[src/tes_defs.svh]
/*
  Offsets, field positions, reset values and fixed codes for the transmit
  encoder and serializer. Assumes inclusion by bare name from its users.
*/
`ifndef TES_DEFS_SVH
`define TES_DEFS_SVH

// ----------------------------------------
// register byte offsets
// ----------------------------------------
`define TES_OFF_CTRL 8'h00
`define TES_OFF_TXREG 8'h04
`define TES_OFF_STATUS 8'h08

// ----------------------------------------
// control register fields
// ----------------------------------------
`define TES_CTRL_SELFTEST_N 0
`define TES_CTRL_BYPASS_N 1
`define TES_CTRL_WIDTH_SEL 2
`define TES_CTRL_BAND_SEL 3
`define TES_CTRL_RANGE_SEL 4
`define TES_CTRL_ROUTE_LO 5
`define TES_CTRL_ROUTE_HI 6
`define TES_CTRL_IN_SEL 7
`define TES_CTRL_SRC_LO 8
`define TES_CTRL_SRC_HI 9
`define TES_CTRL_RESET 10'h007

// ----------------------------------------
// transmit input register fields
// ----------------------------------------
`define TES_TXREG_SPECIAL 12
`define TES_TXREG_VIOLATION 13
`define TES_TXREG_RESET 14'h0000

// ----------------------------------------
// status register fields
// ----------------------------------------
`define TES_ST_DISPARITY 0
`define TES_ST_MULT_LO 1
`define TES_ST_MULT_HI 5
`define TES_ST_LFSR_LO 6
`define TES_ST_LFSR_HI 14
`define TES_ST_WIDE 15

// ----------------------------------------
// character timing and fixed codes (bit 0 leaves first)
// ----------------------------------------
`define TES_LAST_BIT_10 4'h9
`define TES_LAST_BIT_12 4'hB
`define TES_FILL_INDEX 8'h05
`define TES_K285_NEG 10'h17C
`define TES_K285_POS 10'h283
`define TES_VIOL_CODE 10'h03F
`define TES_LFSR_SEED 9'h001
`define TES_SPECIAL_COUNT 4'hC

`endif

[src/tes_pkg.sv]
/*
  Types shared by the transmit encoder and serializer.
  Assumes nothing of its surroundings.
*/
package tes_pkg;
  // source that feeds the encoder holding register
  typedef enum logic [1:0] {
    TES_SRC_QUEUE = 2'h0,
    TES_SRC_INREG = 2'h1,
    TES_SRC_PACKER = 2'h2,
    TES_SRC_CONTROL = 2'h3
  } tes_src_e;

  // secondary serial output routing codes
  typedef enum logic [1:0] {
    TES_ROUTE_SER0 = 2'h0,
    TES_ROUTE_SER1 = 2'h1,
    TES_ROUTE_LEVEL = 2'h2,
    TES_ROUTE_RECLK = 2'h3
  } tes_route_e;
endpackage

[src/tes_encoder.sv]
/*
  8B/10B character encoder with its own running disparity.
  Assumes the caller pulses advance once per character actually encoded.
*/
`timescale 1ns/1ps
`default_nettype none
`include "tes_defs.svh"

module tes_encoder
  import tes_pkg::*;
(
  // clock and reset
  input wire logic aclk,
  input wire logic aresetn,
  // character in
  input wire logic [7:0] char_in,
  input wire logic special,
  input wire logic violation,
  input wire logic advance,
  // code out, bit 0 first on the line
  output logic [9:0] code_out,
  output logic disparity
);
  logic [5:0] six; // abcdei, a in msb
  logic [3:0] four; // fghj, f in msb
  logic [4:0] xb; // 5b part
  logic [2:0] yb; // 3b part
  logic rd_mid; // disparity after the 6b sub-block
  logic next_disparity; // disparity after the whole code
  logic alt7; // alternate 3b/4b form
  logic bad; // violation or special index out of table

  // ----------------------------------------
  // 5b/6b table, negative disparity column
  // ----------------------------------------
  function automatic logic [5:0] tbl6(input logic [4:0] x);
    case (x)
      5'h00: tbl6 = 6'h27; 5'h01: tbl6 = 6'h1D; 5'h02: tbl6 = 6'h2D; 5'h03: tbl6 = 6'h31;
      5'h04: tbl6 = 6'h35; 5'h05: tbl6 = 6'h29; 5'h06: tbl6 = 6'h19; 5'h07: tbl6 = 6'h38;
      5'h08: tbl6 = 6'h39; 5'h09: tbl6 = 6'h25; 5'h0A: tbl6 = 6'h15; 5'h0B: tbl6 = 6'h34;
      5'h0C: tbl6 = 6'h0D; 5'h0D: tbl6 = 6'h2C; 5'h0E: tbl6 = 6'h1C; 5'h0F: tbl6 = 6'h17;
      5'h10: tbl6 = 6'h1B; 5'h11: tbl6 = 6'h23; 5'h12: tbl6 = 6'h13; 5'h13: tbl6 = 6'h32;
      5'h14: tbl6 = 6'h0B; 5'h15: tbl6 = 6'h2A; 5'h16: tbl6 = 6'h1A; 5'h17: tbl6 = 6'h3A;
      5'h18: tbl6 = 6'h33; 5'h19: tbl6 = 6'h26; 5'h1A: tbl6 = 6'h16; 5'h1B: tbl6 = 6'h36;
      5'h1C: tbl6 = 6'h0E; 5'h1D: tbl6 = 6'h2E; 5'h1E: tbl6 = 6'h1E; default: tbl6 = 6'h2B;
    endcase
  endfunction

  // 3b/4b table, negative disparity column
  function automatic logic [3:0] tbl4(input logic [2:0] y);
    case (y)
      3'h0: tbl4 = 4'hB; 3'h1: tbl4 = 4'h9; 3'h2: tbl4 = 4'h5; 3'h3: tbl4 = 4'hC;
      3'h4: tbl4 = 4'hD; 3'h5: tbl4 = 4'hA; 3'h6: tbl4 = 4'h6; default: tbl4 = 4'hE;
    endcase
  endfunction

  // ----------------------------------------
  // code selection
  // ----------------------------------------
  // special index 0..7 is K28.y, 8..11 the four K.x.7, the rest is a violation
  always_comb begin
    xb = char_in[4:0];
    yb = char_in[7:5];
    bad = violation;
    if (special) begin
      yb = 3'h7;
      case (char_in[3:0])
        4'h8: xb = 5'h17;
        4'h9: xb = 5'h1B;
        4'hA: xb = 5'h1D;
        4'hB: xb = 5'h1E;
        default: begin
          xb = 5'h1C;
          yb = char_in[2:0];
        end
      endcase
      if (char_in[3:0] >= `TES_SPECIAL_COUNT || char_in[7:4] != 4'h0) begin
        bad = 1'b1;
      end
    end
    // k28 has its own unbalanced 6b form, distinct from d28, so it always flips disparity
    six = (special && xb == 5'h1C) ? 6'h0F : tbl6(xb);
    rd_mid = disparity ^ ($countones(six) != 3);
    if (disparity && ($countones(six) != 3 || xb == 5'h07)) begin
      six = ~six;
    end
    alt7 = (yb == 3'h7) && (special || (!rd_mid && (xb == 5'h11 || xb == 5'h12 || xb == 5'h14))
           || (rd_mid && (xb == 5'h0B || xb == 5'h0D || xb == 5'h0E)));
    four = alt7 ? 4'h7 : tbl4(yb);
    next_disparity = rd_mid ^ ($countones(four) != 2);
    if (rd_mid && ($countones(four) != 2 || yb == 3'h3)) begin
      four = ~four;
    end else if (!rd_mid && special && xb == 5'h1C && yb != 3'h3 && $countones(four) == 2) begin
      // balanced k28 tails take the opposite form of the data tails
      four = ~four;
    end
    for (int i = 0; i < 6; i++) begin
      code_out[i] = six[5 - i];
    end
    for (int i = 0; i < 4; i++) begin
      code_out[6 + i] = four[3 - i];
    end
    if (bad) begin
      code_out = `TES_VIOL_CODE;
      next_disparity = disparity;
    end
  end

  // ----------------------------------------
  // running disparity, moves only on encoded characters
  // ----------------------------------------
  always_ff @(posedge aclk) begin
    if (!aresetn) begin
      disparity <= 1'b0;
    end else if (advance) begin
      disparity <= next_disparity;
    end
  end
endmodule // tes_encoder

`default_nettype wire

[src/tes_tx_encoder_serializer.sv]
/*
  Transmit back end: holding register with four sources and a self-test
  generator, 8B/10B encoder or bypass, LSB-first serializer, secondary output
  routing, AXI4-Lite control. Assumes inputs synchronous to aclk; the bit
  clock is aclk and the character clock is derived from it.
*/
// Local design decisions: the register offsets and the AXI4-Lite slave port.
`timescale 1ns/1ps
`default_nettype none
`include "tes_defs.svh"

// Functional notes
// - holding register loads from four sources
// - self-test makes holding register a 511-step LFSR
// - special select high uses special table
// - special select low encodes data character
// - violation force sends violation symbol instead
// - encoder maps 8-bit data to 10-bit codes
// - bypass passes 10/12-bit character unchanged
// - serializer takes one character per character time
// - multiplier 2.5, 5 or 10 by selects
// - 12-bit raw mode multiplier 3, 6, 12
// - bits leave least significant first
// - load timing from internal counter only
// - route 10 level copy, 11 reclocked copy
// - primary carries serializer, secondary the route
// - reclocked route retimes with recovered clock
// - character-rate clock also produced
// - band and range select line and reference rates
// - encoder keeps disparity; bypass fill untracked
module tes_tx_encoder_serializer
  import tes_pkg::*;
(
  // clock and reset
  input wire logic aclk,
  input wire logic aresetn,
  // axi4-lite write
  input wire logic [7:0] s_axi_awaddr,
  input wire logic s_axi_awvalid,
  output logic s_axi_awready,
  input wire logic [31:0] s_axi_wdata,
  input wire logic [3:0] s_axi_wstrb,
  input wire logic s_axi_wvalid,
  output logic s_axi_wready,
  output logic [1:0] s_axi_bresp,
  output logic s_axi_bvalid,
  input wire logic s_axi_bready,
  // axi4-lite read
  input wire logic [7:0] s_axi_araddr,
  input wire logic s_axi_arvalid,
  output logic s_axi_arready,
  output logic [31:0] s_axi_rdata,
  output logic [1:0] s_axi_rresp,
  output logic s_axi_rvalid,
  input wire logic s_axi_rready,
  // character sources
  input wire logic [11:0] queue_char,
  input wire logic queue_special,
  input wire logic queue_violation,
  input wire logic queue_valid,
  input wire logic [7:0] packer_char,
  input wire logic packer_valid,
  input wire logic [3:0] ctrl_char,
  output logic source_take,
  // serial lines
  input wire logic serial_in_first,
  input wire logic serial_in_second,
  input wire logic recovered_bit_strobe,
  output logic serial_out_primary,
  output logic serial_out_secondary,
  output logic char_tick
);
  // ----------------------------------------
  // declarations
  // ----------------------------------------
  logic [9:0] ctrl; // control register
  logic [13:0] txreg; // transmit input register
  logic [11:0] hold_char; // encoder holding register
  logic hold_sc; // held special select
  logic hold_svs; // held violation force
  logic hold_fill; // held raw fill in bypass
  logic fill_pos; // next raw fill polarity
  logic [3:0] bit_cnt; // bit position in the character
  logic [11:0] shreg; // transmit shifter
  logic reclk_bit; // input bit caught on recovered clock
  logic [9:0] enc_code; // encoder result
  logic enc_disp; // running disparity
  logic [11:0] word; // parallel character for the shifter
  logic [4:0] mult_x2; // bit clock multiplier, doubled
  logic selftest_n; // self-test enable, low active
  logic coder_bypass_n; // encoder bypass, low active
  logic wide; // 12-bit raw characters
  logic load; // last bit of the character
  logic lfsr_fb; // self-test feedback
  logic sel_in; // selected serial input
  logic [31:0] wmask; // byte-lane write mask
  logic [31:0] rd_word; // read mux
  logic rd_ok; // read address mapped
  logic wr_ok; // write address mapped
  tes_src_e src; // selected source
  tes_route_e route; // secondary routing

  assign selftest_n = ctrl[`TES_CTRL_SELFTEST_N];
  assign coder_bypass_n = ctrl[`TES_CTRL_BYPASS_N];
  assign wide = !ctrl[`TES_CTRL_WIDTH_SEL] && !coder_bypass_n;
  assign src = tes_src_e'(ctrl[`TES_CTRL_SRC_HI:`TES_CTRL_SRC_LO]);
  assign route = tes_route_e'(ctrl[`TES_CTRL_ROUTE_HI:`TES_CTRL_ROUTE_LO]);
  assign sel_in = ctrl[`TES_CTRL_IN_SEL] ? serial_in_second : serial_in_first;
  assign load = bit_cnt >= (wide ? `TES_LAST_BIT_12 : `TES_LAST_BIT_10);
  assign lfsr_fb = hold_char[8] ^ hold_char[4];

  // ----------------------------------------
  // multiplier factor from band, range and width
  // ----------------------------------------
  // band high doubles the line rate; range high halves the factor for a faster reference
  always_comb begin
    case ({ctrl[`TES_CTRL_BAND_SEL], ctrl[`TES_CTRL_RANGE_SEL]})
      2'b00: mult_x2 = wide ? 5'h0C : 5'h0A;
      2'b01: mult_x2 = wide ? 5'h06 : 5'h05;
      2'b10: mult_x2 = wide ? 5'h18 : 5'h14;
      default: mult_x2 = wide ? 5'h0C : 5'h0A;
    endcase
  end

  // ----------------------------------------
  // encoder
  // ----------------------------------------
  tes_encoder u_enc (
    .aclk(aclk),
    .aresetn(aresetn),
    .char_in(hold_char[7:0]),
    .special(hold_sc),
    .violation(hold_svs),
    .advance(load && (coder_bypass_n || !selftest_n)),
    .code_out(enc_code),
    .disparity(enc_disp)
  );

  // parallel word: encoded, raw fill, or raw pass-through
  always_comb begin
    if (coder_bypass_n || !selftest_n) begin
      word = {2'b00, enc_code};
    end else if (hold_fill) begin
      word = {2'b00, fill_pos ? `TES_K285_POS : `TES_K285_NEG};
    end else begin
      word = wide ? hold_char : {2'b00, hold_char[9:0]};
    end
  end

  // ----------------------------------------
  // character counter, free running
  // ----------------------------------------
  // pins never steer the load moment, so a late source only misses a slot
  always_ff @(posedge aclk) begin
    if (!aresetn) begin
      bit_cnt <= 4'h0;
      char_tick <= 1'b0;
    end else begin
      bit_cnt <= load ? 4'h0 : bit_cnt + 4'h1;
      char_tick <= load;
    end
  end

  // ----------------------------------------
  // transmit shifter
  // ----------------------------------------
  always_ff @(posedge aclk) begin
    if (!aresetn) begin
      shreg <= 12'h000;
      serial_out_primary <= 1'b0;
    end else begin
      shreg <= load ? word : {1'b0, shreg[11:1]};
      serial_out_primary <= shreg[0];
    end
  end

  // ----------------------------------------
  // holding register and its sources
  // ----------------------------------------
  // empty sources give a fill: K28.5 when encoding, a raw alternating pair when bypassed
  always_ff @(posedge aclk) begin
    if (!aresetn) begin
      hold_char <= 12'h000;
      hold_sc <= 1'b0;
      hold_svs <= 1'b0;
      hold_fill <= 1'b0;
      fill_pos <= 1'b0;
      source_take <= 1'b0;
    end else begin
      source_take <= 1'b0;
      if (load) begin
        hold_fill <= 1'b0;
        hold_svs <= 1'b0;
        if (hold_fill) begin
          fill_pos <= !fill_pos;
        end
        if (!selftest_n) begin
          hold_char <= (hold_char[8:0] == 9'h000) ? {3'h0, `TES_LFSR_SEED} :
                       {3'h0, hold_char[7:0], lfsr_fb};
          hold_sc <= hold_char[7];
        end else begin
          case (src)
            TES_SRC_QUEUE: begin
              hold_char <= queue_char;
              hold_sc <= queue_special;
              hold_svs <= queue_violation;
              source_take <= queue_valid;
            end
            TES_SRC_INREG: begin
              hold_char <= txreg[11:0];
              hold_sc <= txreg[`TES_TXREG_SPECIAL];
              hold_svs <= txreg[`TES_TXREG_VIOLATION];
            end
            TES_SRC_PACKER: begin
              hold_char <= {4'h0, packer_char};
              hold_sc <= 1'b0;
              source_take <= packer_valid;
            end
            default: begin
              hold_char <= {8'h00, ctrl_char};
              hold_sc <= 1'b1;
            end
          endcase
          if ((src == TES_SRC_QUEUE && !queue_valid) || (src == TES_SRC_PACKER && !packer_valid)) begin
            hold_char <= {4'h0, `TES_FILL_INDEX};
            hold_sc <= 1'b1;
            hold_svs <= 1'b0;
            hold_fill <= !coder_bypass_n;
          end
        end
      end
    end
  end

  // ----------------------------------------
  // secondary output routing
  // ----------------------------------------
  always_ff @(posedge aclk) begin
    if (!aresetn) begin
      reclk_bit <= 1'b0;
    end else if (recovered_bit_strobe) begin
      reclk_bit <= sel_in;
    end
  end

  always_ff @(posedge aclk) begin
    if (!aresetn) begin
      serial_out_secondary <= 1'b0;
    end else begin
      case (route)
        TES_ROUTE_LEVEL: serial_out_secondary <= sel_in;
        TES_ROUTE_RECLK: serial_out_secondary <= reclk_bit;
        default: serial_out_secondary <= shreg[0];
      endcase
    end
  end

  // ----------------------------------------
  // axi4-lite write channel
  // ----------------------------------------
  // address and data are taken together in one beat; the slave simply waits for both
  assign wr_ok = s_axi_awaddr == `TES_OFF_CTRL || s_axi_awaddr == `TES_OFF_TXREG
                 || s_axi_awaddr == `TES_OFF_STATUS;
  always_comb begin
    for (int i = 0; i < 4; i++) begin
      wmask[i*8 +: 8] = {8{s_axi_wstrb[i]}};
    end
  end

  always_ff @(posedge aclk) begin
    if (!aresetn) begin
      s_axi_awready <= 1'b0;
      s_axi_wready <= 1'b0;
      s_axi_bvalid <= 1'b0;
      s_axi_bresp <= 2'b00;
    end else begin
      s_axi_awready <= !s_axi_awready && s_axi_awvalid && s_axi_wvalid && !s_axi_bvalid;
      s_axi_wready <= !s_axi_awready && s_axi_awvalid && s_axi_wvalid && !s_axi_bvalid;
      if (s_axi_awvalid && s_axi_awready) begin
        s_axi_bvalid <= 1'b1;
        s_axi_bresp <= wr_ok ? 2'b00 : 2'b10;
      end else if (s_axi_bready) begin
        s_axi_bvalid <= 1'b0;
      end
    end
  end

  always_ff @(posedge aclk) begin
    if (!aresetn) begin
      ctrl <= `TES_CTRL_RESET;
      txreg <= `TES_TXREG_RESET;
    end else if (s_axi_awvalid && s_axi_awready) begin
      if (s_axi_awaddr == `TES_OFF_CTRL) begin
        ctrl <= (ctrl & ~wmask[9:0]) | (s_axi_wdata[9:0] & wmask[9:0]);
      end
      if (s_axi_awaddr == `TES_OFF_TXREG) begin
        txreg <= (txreg & ~wmask[13:0]) | (s_axi_wdata[13:0] & wmask[13:0]);
      end
    end
  end

  // ----------------------------------------
  // axi4-lite read channel
  // ----------------------------------------
  always_comb begin
    rd_word = 32'h0000_0000;
    rd_ok = 1'b1;
    case (s_axi_araddr)
      `TES_OFF_CTRL: rd_word[9:0] = ctrl;
      `TES_OFF_TXREG: rd_word[13:0] = txreg;
      `TES_OFF_STATUS: begin
        rd_word[`TES_ST_DISPARITY] = enc_disp;
        rd_word[`TES_ST_MULT_HI:`TES_ST_MULT_LO] = mult_x2;
        rd_word[`TES_ST_LFSR_HI:`TES_ST_LFSR_LO] = hold_char[8:0];
        rd_word[`TES_ST_WIDE] = wide;
      end
      default: rd_ok = 1'b0;
    endcase
  end

  always_ff @(posedge aclk) begin
    if (!aresetn) begin
      s_axi_arready <= 1'b0;
      s_axi_rvalid <= 1'b0;
      s_axi_rdata <= 32'h0000_0000;
      s_axi_rresp <= 2'b00;
    end else begin
      s_axi_arready <= !s_axi_arready && s_axi_arvalid && !s_axi_rvalid;
      if (s_axi_arvalid && s_axi_arready) begin
        s_axi_rvalid <= 1'b1;
        s_axi_rdata <= rd_word;
        s_axi_rresp <= rd_ok ? 2'b00 : 2'b10;
      end else if (s_axi_rready) begin
        s_axi_rvalid <= 1'b0;
      end
    end
  end
endmodule // tes_tx_encoder_serializer

`default_nettype wire

[config.mk]
export PLATFORM = sky130hd
export DESIGN_NAME = tes_tx_encoder_serializer
export DESIGN_NICKNAME = d
export VERILOG_FILES = /design/src/tes_pkg.sv /design/src/tes_encoder.sv /design/src/tes_tx_encoder_serializer.sv
export VERILOG_INCLUDE_DIRS = /design/src
export SDC_FILE = /design/constraint.sdc
export NUM_CORES = 1
export LEC_CHECK = 0
export ABC_AREA = 1
export BUFFER_PORTS_ARGS = -buffer_cell sky130_fd_sc_hd__buf_4
export CAP_MARGIN = 0
export CORE_MARGIN = 2
export CORE_UTILIZATION = 45
export DETAILED_ROUTE_END_ITERATION = 6
export PLACE_DENSITY = 0.7
export SLEW_MARGIN = 20
export SYNTH_ARGS = -nofsm -noshare
export SYNTH_HDL_FRONTEND = slang
export SYNTH_SLANG_ARGS = --single-unit
[constraint.sdc]
create_clock -name aclk -period 9.8 [get_ports aclk]
set_clock_uncertainty 0.15 [all_clocks]
set_input_delay 0 -clock aclk [delete_from_list [all_inputs] [get_ports aclk]]
set_output_delay 0 -clock aclk [all_outputs]
set_load 0.02 [all_outputs]
==> metrics.cfg <==
[route]
drt_iter0_drc=384
wl_um=15100
dr_wl_met2_um=7200
routedWlPerCell_um=14.5
firstDrtPassIters=5
vias_per_cell=5.34
ant_nets=0
drc=0
wl_met1_um=6260
dr.max_layer_used=met4
dr_wl_met3_um=1150
via_count=5570

[setup_path]
crit_path_start_kind=register
critPathMaxStageDelay_ns=0.74
worstPathMaxFanout=14
critPathSlowestCell=dfxtp_1
path_class=reg -> reg
cp_data_required_time_ns=9.88
worst_path_most_repeated_cell=nand2_1
crit_path_end_kind=register
cp.arrival_ns=6.81

[die]
die-area_um2=12300
initial_core_util=0.455
boundaryPins=135
core_area_um2=11300
std_cell_rows=39
die_w_um=111
die_h_um=111

[clock_tree]
cts-root-buf=clkbuf_16
cts_tree=built
numCtsBuffers=9
cts_buffer_depth=2
cts_setup_buffers=0
cts_sinks=84
htree_levels=3
clkLatencyLatePin_ns=0.33
cts_resized=0
holdBufCountCts=64
clkTransAtPathRegs_ns=0.06

[logic_synthesis]
netlist.area_leader.share=0.326
yosys.area.top_type=dfxtp_1
ys_top_cells_by_area=dfxtp_1, nand2_1, o21ai_0
syn_area_per_cell_um2=6.86
ys_ff_latch=84
yosysWarnings=0
ys.flop_type=dfxtp_1
synth_edf_count=0
synthCells=751
syn_area_um2=5150
async_reset_ff_frac=0
ys_seq_area_frac=0.326
ys_types=52

[cells_and_area]
antenna_cells=0
mostFrequentLayoutCell=nand2_1
drive_above_1_share=0.174
area_delta_synth_final_pct=31.9
fill_cells=989
layout_common_cells=nand2_1, buf_4, dfxtp_1, inv_1, o21ai_0
fin_nets=1008
fin_util=0.600

[place]
post-dp-hpwl_um=10900
numPortBuffers=96
place_congestion=0.907

[pwr]
ir_worst_vdd_mv=0.110
power_density_nw_per_um2=115
power_leakage_uw=0.00310

[sta]
rsz0062_at_grt=no
worst_pin_slew_ns=0.984
final-setup-viol-count=0
tns_ns=0
post-route-period-util=0.687
slew_viol_final=0
slew_headroom=0.342
finalHoldViolations=0
period_needed_ns=6.73
fmax_mhz=149

[global_route]
overflow=0
grt_pass1_vias=5334
grt_pass1_wl_um=24700
grt_usage=0.242
antenna_found_initial=0
grt_max_degree=39

[run_status]
status=completed

[flow_run]
cap_violations=0

[hold_path]
min_path_type=in -> reg

cell families (layout without fill, tap and decap cells):
family	count (synthesis)	count (layout)	synth area share
AND/OR/NAND/NOR	326	326	0.286
AO/OA/AOI/OAI	175	175	0.199
buffers and inverters	137	269	0.119
flip-flops	84	84	0.326
adder cells (fa/ha/maj)	23	23	0.0602
XOR/XNOR	5	5	0.00850
other	1	18	0.000727
critical path: cells and delay by family (launching register included):
kind | cells | cell delay (ns)
simple gates | 23 | 2.64
fa+ha+maj | 7 | 2.25
flops | 1 | 0.74
buf+inv | 6 | 0.49
compound gates | 2 | 0.34
final timing paths:
| kind | start | endpoint | slack (ns) | depth (start not counted) |
|---|---|---|---|---|
| worst max-delay path | hold_sc | shreg[6] | 3.07 | 38 |
| worst min-delay path | packer_valid | hold_fill | 0.03 | 4 |
| worst max register to register | hold_sc | shreg[6] | 3.07 | 38 |
| worst min register to register | shreg[10] | shreg[9] | 0.27 | 2 |
routing by layer:
| layer | track usage | vias to the layer above |
|---|---|---|
| met1 | 0.297 | 2521 |
| met4 | 0.105 | 0 |
| li1 | - | 2741 |
| met5 | 0 | - |
| met2 | 0.414 | 273 |
| met3 | 0.0470 | 35 |
metrics by stage:
stage                     worst slack [ns]  hold WS (ns)  cell area (um^2)  power (uW)  cells
after detailed placement              3.13         0.102              5860         424    963
after floorplan                       4.15       -0.0317              5220         396    768
after global routing                  2.50        0.0475              6800         806   1043
after CTS                             3.11       0.00438              6800         780   1043
after global placement                3.29        0.0852              5860         423    963
final                                 3.07        0.0305              6800         780   1043
layout make-up:
| type | count | area, um^2 | share of cell area |
|---|---|---|---|
| multi-input combinational | 547 | 2920 | 0.430 |
| inverter | 92 | 345 | 0.0508 |
| timing repair buffer | 161 | 1370 | 0.201 |
| tap | 143 | 179 | 0.0263 |
| clock buffer | 10 | 229 | 0.0337 |
| clock inverter | 6 | 72.6 | 0.0107 |
| sequential | 84 | 1680 | 0.247 |
synth_stat cells, types with 3 or more instances:
cell type  number
o21ai_2         4
fa_1            3
a221oi_1        6
a21oi_1        48
nor3_1          6
ha_1           20
xor2_1          3
inv_2           8
nand3_2         5
inv_1          82
o22ai_1        11
o211ai_1        5
nand2_2         5
nand4_1         9
clkbuf_1       20
nand2_1       185
nor2_1         49
nor2_2          8
dfxtp_1        84
nor2_4          4
o21ai_0        74
buf_4          19
o221ai_1        9
o21ai_1         5
nand3_1        43
power breakdown:
part	total, uW	leakage [uW]	switching (uW)	internal (uW)
clock network	344	0.000144	143	200
registers	348	0.000679	3.00	345
logic	88.1	0.00228	42.0	46.1
total	780	0.00310	188	592
(Power assumes the default switching activity.)
